[config.mk]
export PLATFORM = sky130hd
export DESIGN_NAME = rifs_top
export DESIGN_NICKNAME = d
export VERILOG_FILES = /design/src/hdl/rifs_top.v /design/src/hdl/rifs_edge_catch.v /design/src/hdl/rifs_rx_ctrl.v
export VERILOG_INCLUDE_DIRS = /design/src /design/src/hdl
export SDC_FILE = /design/constraint.sdc
export NUM_CORES = 1
export LEC_CHECK = 0
export ABC_AREA = 1
export BUFFER_PORTS_ARGS = -buffer_cell sky130_fd_sc_hd__buf_4
export CAP_MARGIN = 20
export CORE_ASPECT_RATIO = 0.8
export CORE_UTILIZATION = 46
export CTS_CLUSTER_SIZE = 16
export DETAILED_ROUTE_END_ITERATION = 10
export PLACE_DENSITY = 0.87
export SYNTH_ARGS = -nofsm -noshare
export SYNTH_HDL_FRONTEND = slang
export SYNTH_HIERARCHICAL = 1
export SYNTH_SLANG_ARGS = --single-unit
[constraint.sdc]
create_clock -name clk_in -period 1.7 [get_ports clk_in]
set_input_delay 0.085 -clock clk_in [delete_from_list [all_inputs] [get_ports clk_in]]
set_output_delay 0.085 -clock clk_in [all_outputs]
set_load 0.02 [all_outputs]
[src/hdl/rifs_defs.vh]
// Constants and functional notes for the reader status and interrupt block.
// Functional notes
// - Bit 7 sets on any edge of oscillator, synthesizer lock or field good.
// - Bit 6 sets when a direct command finishes executing.
// - Bit 2 flags CRC failure; bit 1 flags short reception or protocol fault.
// - Bit 0 flags preamble failure or FIFO overflow in receive or send.
// - Interrupt status reads zero after power up and while enable is low.
// - A completed host read clears interrupt status and its pending interrupt.
// - Interrupt is high while an enabled bit of either status register is set.
// - Every error source drives both the summary error flag and its sub-flag.
// - FIFO status bit 7 shows transmit busy, bit 6 shows receive busy.
// - FIFO status bit 5 sets when more than 24 bytes were loaded.
// - Low five bits count unread bytes; 1Fh after reading an empty FIFO.
// - Control bit 7 set suppresses CRC checking of received frames.
// - Control bit 6 passes CRC bytes; header interrupt becomes second-byte.
// - Control bit 5 adds interrupts after bytes 4 and 6; host may clear it.
// - Control bit 4 and header bit high switch expected length to 41 bits.
// - Expected length in bits: upper nibble here, low byte in next register.
// - Header interrupt fires when a received reply has its header bit high.
`ifndef RIFS_DEFS_VH
`define RIFS_DEFS_VH

// Register indices; the byte address is four times the index.
`define RIFS_IDX_MASK      8'h36
`define RIFS_IDX_STATUS    8'h38
`define RIFS_IDX_FIFO      8'h39
`define RIFS_IDX_RXCTRL    8'h3a
`define RIFS_ADDR_W        10

// Reset values and writable bits.
`define RIFS_MASK_RST      8'h40
`define RIFS_MASK_WBITS    8'hc7
`define RIFS_STATUS_RST    8'h00
`define RIFS_RXCTRL_RST    8'h00

// Field positions.
`define RIFS_BIT_ANA       7
`define RIFS_BIT_CMD       6
`define RIFS_BIT_CRC       2
`define RIFS_BIT_LEN       1
`define RIFS_BIT_PRE       0
`define RIFS_BIT_TXBUSY    7
`define RIFS_BIT_RXBUSY    6
`define RIFS_BIT_OVF       5
`define RIFS_BIT_NOCRC     7
`define RIFS_BIT_RAW2ND    6
`define RIFS_BIT_REP       5
`define RIFS_BIT_AUTOLEN   4

// Counts.
`define RIFS_FIFO_DEPTH    5'h18
`define RIFS_EMPTY_SHOW    5'h1f
`define RIFS_ERRCODE_LEN   12'h029

`endif

[src/hdl/rifs_top.v]
// Secondary interrupt, FIFO status and receive control registers on APB.
//
// The implementer's own choice: the APB slave port.
`timescale 1ns/100ps
`include "rifs_defs.vh"
module rifs_top (
    input  wire                   clk_in,
    input  wire                   rst_b_in,
    input  wire                   chip_en_in,

    // APB slave.
    input  wire                   psel_in,
    input  wire                   penable_in,
    input  wire                   pwrite_in,
    input  wire [`RIFS_ADDR_W-1:0] paddr_in,
    input  wire [31:0]            pwdata_in,
    output wire                   pready_out,
    output reg  [31:0]            prdata_out,
    output wire                   pslverr_out,

    // Analog status levels.
    input  wire                   osc_good_in,
    input  wire                   synth_lock_in,
    input  wire                   field_good_in,

    // Event pulses from the command and receive engines.
    input  wire                   cmd_done_in,
    input  wire                   crc_fail_in,
    input  wire                   rx_short_in,
    input  wire                   protocol_fault_in,
    input  wire                   preamble_fail_in,

    // FIFO and activity state.
    input  wire                   tx_busy_in,
    input  wire                   rx_busy_in,
    input  wire [4:0]             fifo_level_in,
    input  wire                   fifo_load_in,
    input  wire                   fifo_empty_read_in,

    // Receive framing.
    input  wire                   rx_start_in,
    input  wire                   rx_byte_in,
    input  wire                   header_valid_in,
    input  wire                   header_bit_in,
    input  wire [7:0]             rx_len_low_in,

    // First interrupt register, held elsewhere.
    input  wire                   irq1_pending_in,

    // Outputs.
    output wire                   irq_out,
    output reg                    error_event_out,
    output wire                   header_event_out,
    output wire [11:0]            expected_rx_len_out,
    output wire                   skip_receive_check_out,
    output wire                   raw_queue_second_byte_mode_out
);

    // Register storage.
    reg  [7:0]  status_ff;
    reg  [7:0]  mask_ff;
    reg  [7:0]  rxctrl_ff;
    reg         ovf_ff;
    reg         empty_rd_ff;

    // Next values.
    reg  [7:0]  nxt_status;
    reg         nxt_ovf;
    reg         nxt_empty_rd;
    reg  [31:0] nxt_prdata;

    // Decode and event wires.
    wire [7:0]  idx;
    wire        hit_mask;
    wire        hit_status;
    wire        hit_fifo;
    wire        hit_rxctrl;
    wire        mapped;
    wire        setup_rd;
    wire        access;
    wire        wr_done;
    wire        rd_done;
    wire        ana_evt;
    wire        crc_evt;
    wire        len_evt;
    wire        ovf_evt;
    wire        pre_evt;
    wire [7:0]  set_vec;
    wire [7:0]  clr_vec;
    wire [7:0]  fifo_view;
    wire [4:0]  count_view;

    // Control bits used by the interrupt and receive paths.
    wire        crc_fault_unmask;
    wire        length_fault_unmask;
    wire        preamble_fault_unmask;
    wire        repeat_byte_pair_interrupt;
    wire        auto_len;

    // Byte address is four times the register index.
    assign idx        = paddr_in[`RIFS_ADDR_W-1:2];

    // Address decoding, one compare per register.
    assign hit_mask   = (idx == `RIFS_IDX_MASK);
    assign hit_status = (idx == `RIFS_IDX_STATUS);
    assign hit_fifo   = (idx == `RIFS_IDX_FIFO);
    assign hit_rxctrl = (idx == `RIFS_IDX_RXCTRL);
    assign mapped     = hit_mask | hit_status | hit_fifo | hit_rxctrl;

    // Phases of an APB transfer. The slave never inserts wait states, so
    // every access phase completes on its first edge.
    assign setup_rd   = psel_in & ~penable_in & ~pwrite_in;
    assign access     = psel_in & penable_in;
    assign wr_done    = access & pwrite_in & mapped;
    assign rd_done    = access & ~pwrite_in & mapped;
    assign pready_out  = 1'b1;
    assign pslverr_out = access & ~mapped;

    // Named views of the control registers.
    assign crc_fault_unmask      = mask_ff[`RIFS_BIT_CRC];
    assign length_fault_unmask   = mask_ff[`RIFS_BIT_LEN];
    assign preamble_fault_unmask = mask_ff[`RIFS_BIT_PRE];
    assign skip_receive_check_out = rxctrl_ff[`RIFS_BIT_NOCRC];
    assign raw_queue_second_byte_mode_out =
               rxctrl_ff[`RIFS_BIT_RAW2ND];
    assign repeat_byte_pair_interrupt = rxctrl_ff[`RIFS_BIT_REP];
    assign auto_len = rxctrl_ff[`RIFS_BIT_AUTOLEN];

    // Any change of the three analog health levels, either direction.
    rifs_edge_catch #(
        .N        (3)
    ) u_edge (
        .clk_in   (clk_in),
        .rst_b_in (rst_b_in),
        .lvl_in   ({osc_good_in, synth_lock_in, field_good_in}),
        .edge_out (ana_evt)
    );

    // Receive framing helper; the extra byte interrupts and the header
    // interrupt both leave as one event towards the first register.
    rifs_rx_ctrl u_rx (
        .clk_in          (clk_in),
        .rst_b_in        (rst_b_in),
        .rx_start_in     (rx_start_in),
        .rx_byte_in      (rx_byte_in),
        .header_valid_in (header_valid_in),
        .header_bit_in   (header_bit_in),
        .raw_mode_in     (raw_queue_second_byte_mode_out),
        .rep_mode_in     (repeat_byte_pair_interrupt),
        .auto_len_in     (auto_len),
        .len_prog_in     ({rxctrl_ff[3:0], rx_len_low_in}),
        .header_evt_out  (header_event_out),
        .exp_len_out     (expected_rx_len_out)
    );

    // Error sources. A CRC failure is ignored while checking is switched
    // off, so a frame received without CRC never raises a false error.
    assign crc_evt = crc_fail_in & ~skip_receive_check_out;
    assign len_evt = rx_short_in | protocol_fault_in;

    // Loading one more byte into a full FIFO is the overflow case.
    assign ovf_evt = fifo_load_in
                   & (fifo_level_in >= `RIFS_FIFO_DEPTH);
    assign pre_evt = preamble_fail_in | ovf_evt;

    // Events that set status bits; unused bits never set.
    assign set_vec = {ana_evt, cmd_done_in, 3'b000,
                      crc_evt, len_evt, pre_evt};

    // Only the bits that were returned by the read are cleared. A bit set
    // between the setup and access edges was not seen and must survive.
    assign clr_vec = (rd_done & hit_status) ? prdata_out[7:0] : 8'h00;

    // Status next value; set wins over the read clear.
    always @* begin
        if (!chip_en_in) begin
            nxt_status = `RIFS_STATUS_RST;
        end else begin
            nxt_status = (status_ff & ~clr_vec) | set_vec;
        end
    end

    // Overflow stays until software has read it from the FIFO status.
    always @* begin
        nxt_ovf = ovf_ff;
        if (rd_done & hit_fifo & prdata_out[`RIFS_BIT_OVF]) begin
            nxt_ovf = 1'b0;
        end
        if (ovf_evt) begin
            nxt_ovf = 1'b1;
        end
    end

    // Reading an empty FIFO marks the count field until a new byte lands.
    always @* begin
        nxt_empty_rd = empty_rd_ff;
        if (fifo_load_in) begin
            nxt_empty_rd = 1'b0;
        end else if (fifo_empty_read_in & (fifo_level_in == 5'h00)) begin
            nxt_empty_rd = 1'b1;
        end
    end

    // FIFO status view.
    assign count_view = empty_rd_ff ? `RIFS_EMPTY_SHOW
                                    : fifo_level_in;
    assign fifo_view  = {tx_busy_in, rx_busy_in, ovf_ff, count_view};

    // Read data is taken in the setup phase so that it comes from a flop
    // and stands stable through the access phase.
    always @* begin
        nxt_prdata = prdata_out;
        if (setup_rd) begin
            if (hit_status) begin
                nxt_prdata = {24'h000000, status_ff};
            end else if (hit_fifo) begin
                nxt_prdata = {24'h000000, fifo_view};
            end else if (hit_mask) begin
                nxt_prdata = {24'h000000, mask_ff};
            end else if (hit_rxctrl) begin
                nxt_prdata = {24'h000000, rxctrl_ff};
            end else begin
                nxt_prdata = 32'h00000000;
            end
        end
    end

    // Status, FIFO flags and read data.
    always @(posedge clk_in) begin
        if (!rst_b_in) begin
            status_ff   <= `RIFS_STATUS_RST;
            ovf_ff      <= 1'b0;
            empty_rd_ff <= 1'b0;
            prdata_out  <= 32'h00000000;
        end else begin
            status_ff   <= nxt_status;
            ovf_ff      <= nxt_ovf;
            empty_rd_ff <= nxt_empty_rd;
            prdata_out  <= nxt_prdata;
        end
    end

    // Software writable registers. The receive control byte may be
    // rewritten mid frame, which is how the extra byte interrupts stop.
    always @(posedge clk_in) begin
        if (!rst_b_in) begin
            mask_ff   <= `RIFS_MASK_RST;
            rxctrl_ff <= `RIFS_RXCTRL_RST;
        end else if (wr_done) begin
            if (hit_mask) begin
                mask_ff <= pwdata_in[7:0] & `RIFS_MASK_WBITS;
            end else if (hit_rxctrl) begin
                rxctrl_ff <= pwdata_in[7:0];
            end
        end
    end

    // Every error source also pulses the summary error of the first
    // register, whatever the sub-flag enables say.
    always @(posedge clk_in) begin
        if (!rst_b_in) begin
            error_event_out <= 1'b0;
        end else begin
            error_event_out <= crc_evt | len_evt | pre_evt;
        end
    end

    // Level interrupt. Sub-flag enables stay off in inventory rounds so
    // that one read of the first register releases the line.
    assign irq_out = irq1_pending_in
                   | (status_ff[`RIFS_BIT_ANA] & mask_ff[`RIFS_BIT_ANA])
                   | (status_ff[`RIFS_BIT_CMD] & mask_ff[`RIFS_BIT_CMD])
                   | (status_ff[`RIFS_BIT_CRC] & crc_fault_unmask)
                   | (status_ff[`RIFS_BIT_LEN] & length_fault_unmask)
                   | (status_ff[`RIFS_BIT_PRE]
                      & preamble_fault_unmask);

endmodule

[src/hdl/rifs_edge_catch.v]
// Any-edge detector over a group of status levels.
`timescale 1ns/100ps
`include "rifs_defs.vh"
module rifs_edge_catch #(
    parameter N = 3
) (
    input  wire         clk_in,
    input  wire         rst_b_in,
    input  wire [N-1:0] lvl_in,
    output reg          edge_out
);
    reg  [N-1:0] prev_ff;
    reg          primed_ff;
    wire [N-1:0] diff;

    // One comparator per level; the first cycle after reset only loads the
    // history so a level that is already high raises no false event.
    genvar i;
    generate
        for (i = 0; i < N; i = i + 1) begin : g_bit
            assign diff[i] = primed_ff & (prev_ff[i] ^ lvl_in[i]);
        end
    endgenerate

    // History and one-cycle event pulse.
    always @(posedge clk_in) begin
        if (!rst_b_in) begin
            prev_ff   <= {N{1'b0}};
            primed_ff <= 1'b0;
            edge_out  <= 1'b0;
        end else begin
            prev_ff   <= lvl_in;
            primed_ff <= 1'b1;
            edge_out  <= |diff;
        end
    end
endmodule

[src/hdl/rifs_rx_ctrl.v]
// Receive byte counting, header interrupt and expected length selection.
`timescale 1ns/100ps
`include "rifs_defs.vh"
module rifs_rx_ctrl (
    input  wire        clk_in,
    input  wire        rst_b_in,
    input  wire        rx_start_in,
    input  wire        rx_byte_in,
    input  wire        header_valid_in,
    input  wire        header_bit_in,
    input  wire        raw_mode_in,
    input  wire        rep_mode_in,
    input  wire        auto_len_in,
    input  wire [11:0] len_prog_in,
    output reg         header_evt_out,
    output reg  [11:0] exp_len_out
);
    reg  [2:0] cnt_ff;
    reg        errlen_ff;
    wire [2:0] nxt_cnt;
    wire       byte_evt;
    wire       hdr_evt;

    // Counter saturates at seven; only bytes two, four and six matter.
    assign nxt_cnt = (cnt_ff == 3'h7) ? cnt_ff : cnt_ff + 3'h1;
    assign byte_evt = rx_byte_in
                    & ((raw_mode_in & nxt_cnt == 3'h2)
                       | (rep_mode_in
                          & (nxt_cnt == 3'h4 | nxt_cnt == 3'h6)));
    assign hdr_evt = ~raw_mode_in & header_valid_in & header_bit_in;

    // Frame state; a new reception drops the error code length.
    always @(posedge clk_in) begin
        if (!rst_b_in) begin
            cnt_ff         <= 3'h0;
            errlen_ff      <= 1'b0;
            header_evt_out <= 1'b0;
            exp_len_out    <= 12'h000;
        end else begin
            if (rx_start_in) begin
                cnt_ff <= 3'h0;
            end else if (rx_byte_in) begin
                cnt_ff <= nxt_cnt;
            end
            if (rx_start_in) begin
                errlen_ff <= 1'b0;
            end else if (auto_len_in & header_valid_in & header_bit_in) begin
                errlen_ff <= 1'b1;
            end
            header_evt_out <= byte_evt | hdr_evt;
            exp_len_out    <= errlen_ff ? `RIFS_ERRCODE_LEN
                                        : len_prog_in;
        end
    end
endmodule

==> key figures <==
Outcome
  – Outcome: complete, no violations

Detailed routing
  – Via Count: 2510
  – WL per Instance: roughly 11 um
  – Iteration-0 DRC Markers: 150
  – Via density: between 4 and 5
  – Drt pass-1 iters: 4
  – DRC violations left: 0
  – Wirelength, routed: 6140 um
  – Antenna violation net count after detailed routing: 0

STA
  – Fmax: around 0.7 GHz
  – Setup violators final: 0
  – Final worst slack: 0.298 ns
  – Final slew viol count: 0
  – Final hold violations: 0
  – Crit path time final: between 1 and 1.5 ns
  – Total Neg Setup Slack: 0 ns
  – RSZ-0062 raised after global routing: false
  – Maximum clock skew at final layout: about 0.003 ns
  – Fin crit share: ~82%

Yosys
  – Most area-consuming cells after synthesis: dfxtp_1 (42%), nand2_1 (13%), inv_1 (8.1%), nor2_1 (7.4%), buf_4 (7.2%)
  – Top FF cell, synth: dfxtp_1
  – Area of the mapped netlist: 2600 um2
  – Async S/R FF share, synth: 0%
  – Yosys warning count: 6
  – Register area share after synthesis: 41.5%
  – Synth top area share: between 40% and 50%
  – Distinct cell type count after synthesis: 33
  – Cells after Synth: around 370
  – Synthesized flop and latch total: 54
  – Area leader, netlist: dfxtp_1
  – Number of flops mapped to enable cells by yosys: 0
  – Mean Syn Cell Area: roughly 7.0 um2
  – Most common cell in the synthesized netlist: nand2_1
  – Synth cell count leaders: nand2_1 (93), inv_1 (56), dfxtp_1 (54), nor2_1 (51), buf_4 (25)

Floorplanning
  – Initial cell density of the core: 47.9%
  – IO Pins: about 130
  – Row Count: 24
  – Die ar.: 5960 um2
  – Die W: roughly 86 um
  – Core area: approximately 5400 um2
  – Die Ht: 69.3 um

Critical path
  – Worst Path Required: about 1.6 ns
  – Crit path launch type: register
  – Worst Path Max Fanout: 3
  – Crit-path cells: a221oi_1, nand4_1, buf_4
  – Arrival time at the worst endpoint: 1.32 ns
  – Worst path max stage delay: around 0.35 ns
  – Critical path capture point type: primary output
  – CP Class: register to primary output
  – Worst-path cell with the longest stage delay: a221oi_1
  – Reg-to-reg slack, setup: 0.52 ns

Finish
  – Area delta synth->final: 32.9%
  – FF+latch area: about 1100 um2
  – Multi-input gate area: 1180 um2
  – Final Net Count: between 500 and 600
  – Filler Cells Inserted: approximately 470
  – # diodes: 0
  – Share of layout cells above drive strength 1: approximately a quarter

Global routing
  – Vias in the first global route: between 2000 and 2500
  – Gr usage total: about a fifth
  – Most Crowded Layer GR: met2
  – Global-route wire length before repair: approximately 10000 um
  – Antenna violations before repair: 0
  – Gr ovfl total: 0
  – Met3 usage: around 4.5%
  – Met1 Use GR: between 20% and 30%
  – M2 GR Usage: a little under two fifths
  – Largest net degree at the start of global routing: 29

Power and ir drop
  – Leakage: 1.80 nW
  – Max rail drop VDD: 587 uV
  – PD cells: roughly 790 nW/um2

Placed design
  – PortBufs: 77
  – Worst slack, placed: between 0.2 and 0.3 ns
  – HPWL after detailed placement: 4620 um
  – RePlAce Congestion: 0.840

Hold path
  – Hold Path Class: input port to register

Clocking
  – Clock Latency Late Sink: 0.30 ns
  – CTS tree: built
  – Clock buffer depth: 2
  – CTS Buf Count: 5
  – Clk root buf: clkbuf_8
  – PostCTS Resize Cnt: 0
  – Clk sinks: between 50 and 60
  – CTS H-tree lvls: 2
  – Clock Pin Slew Worst Setup and Hold Paths: 0.09 ns

Flow run
  – Number of max-cap violations: 0
repair_timing:
item	CTS	global route
hold endpoints to repair	12	0
hold buffers	12	0
buffers inserted	0	0
cell families (layout without fill, tap and decap cells):
family / after synthesis / in the layout / synth area share [%]
flip-flops: 54 / 54 / 41.5
other: 2 / 25 / 0.289
AND/OR/NAND/NOR: 188 / 188 / 33.2
adder cells (fa/ha/maj): 1 / 1 / 0.481
buffers and inverters: 88 / 161 / 16.6
AO/OA/AOI/OAI: 38 / 38 / 7.93
final timing paths:
kind              depth (start not counted)                         from                        endpoint
hold reg to reg                           2    rxctrl_ff[0]$_SDFFE_PN0P_  u_rx/exp_len_out[8]$_SDFF_PP0_
hold / removal                            3                 pwdata_in[3]       rxctrl_ff[3]$_SDFFE_PN0P_
setup / recovery                          3      status_ff[7]$_SDFF_PN0_                         irq_out
setup reg to reg                          7  u_rx/cnt_ff[0]$_SDFFE_PP0P_  u_rx/header_evt_out$_SDFF_PN0_
placed cells by master, fill, tap and decap left out, drive strengths merged, types with 2 or more instances in the layout:
master and instances:
dfxtp 54, or2 2, nand3 15, a41oi 3
inv 58, nand2 96, conb 25, a21oi 20
nand4 10, o21ai 13, nor3 2, bufinv 2
clkbuf 6, nor2 60, buf 83, dlygate4sd3 12
metrics by stage:
step | hold slack (ns) | std cells | instance area [um2] | power [mW] | util [%]
after global placement | 0.262 | 525 | 3200 | 1.67 | 58.8
after CTS | 0.00332 | 545 | 3460 | 2.73 | 63.6
after global routing | 0.00200 | 545 | 3460 | 2.83 | 63.6
after floorplan | 0.113 | 394 | 2690 | 1.56 | -
final | 0.0101 | 545 | 3460 | 2.72 | 63.6
after detailed placement | 0.275 | 525 | 3200 | 1.68 | 58.8
worst max-delay path, delay by kind of cell (launching register included):
kind	cells	cell delay, ns
DFF	1	0.34
AOI/OAI and AO/OA	1	0.35
and+or+nand+nor	1	0.14
buffers and inverters	1	0.19
report_power, final:
part / leakage, nW / switching, mW / internal (mW)
Combinational: 1.29 / 0.200 / 0.159
Clock: 0.0714 / 0.413 / 0.628
Sequential: 0.441 / 0.0184 / 1.30
routing by layer:
| metal | vias to the layer above | part of all wire, % |
|---|---|---|
| met1 | 1129 | 42 |
| li1 | 1285 | - |
| met3 | 8 | 6.3 |
| met2 | 88 | 50 |
| met4 | 0 | 1.0 |
| met5 | - | 0 |
registers in the layout (all words and copies together) (netlist names):
signal,flops
ovf_ff,1
u_rx/cnt_ff,3
u_edge/primed_ff,1
rxctrl_ff,8
status_ff,8
u_edge/edge_out,1
prdata_out,8
u_edge/prev_ff,3
u_rx/exp_len_out,12
mask_ff,5
u_rx/header_evt_out,1
error_event_out,1
u_rx/errlen_ff,1
empty_rd_ff,1
cell type report:
class / instances / area share [%]
Sequential cell: 54 / 31.3
Clock buffer: 6 / 2.39
Timing Repair Buffer: 95 / 21.5
Tap cell: 78 / 2.82
Multi-Input combinational cell: 252 / 34.0
Inverter: 58 / 6.30
Clock inverter: 2 / 1.74
(Power assumes the default switching activity.)
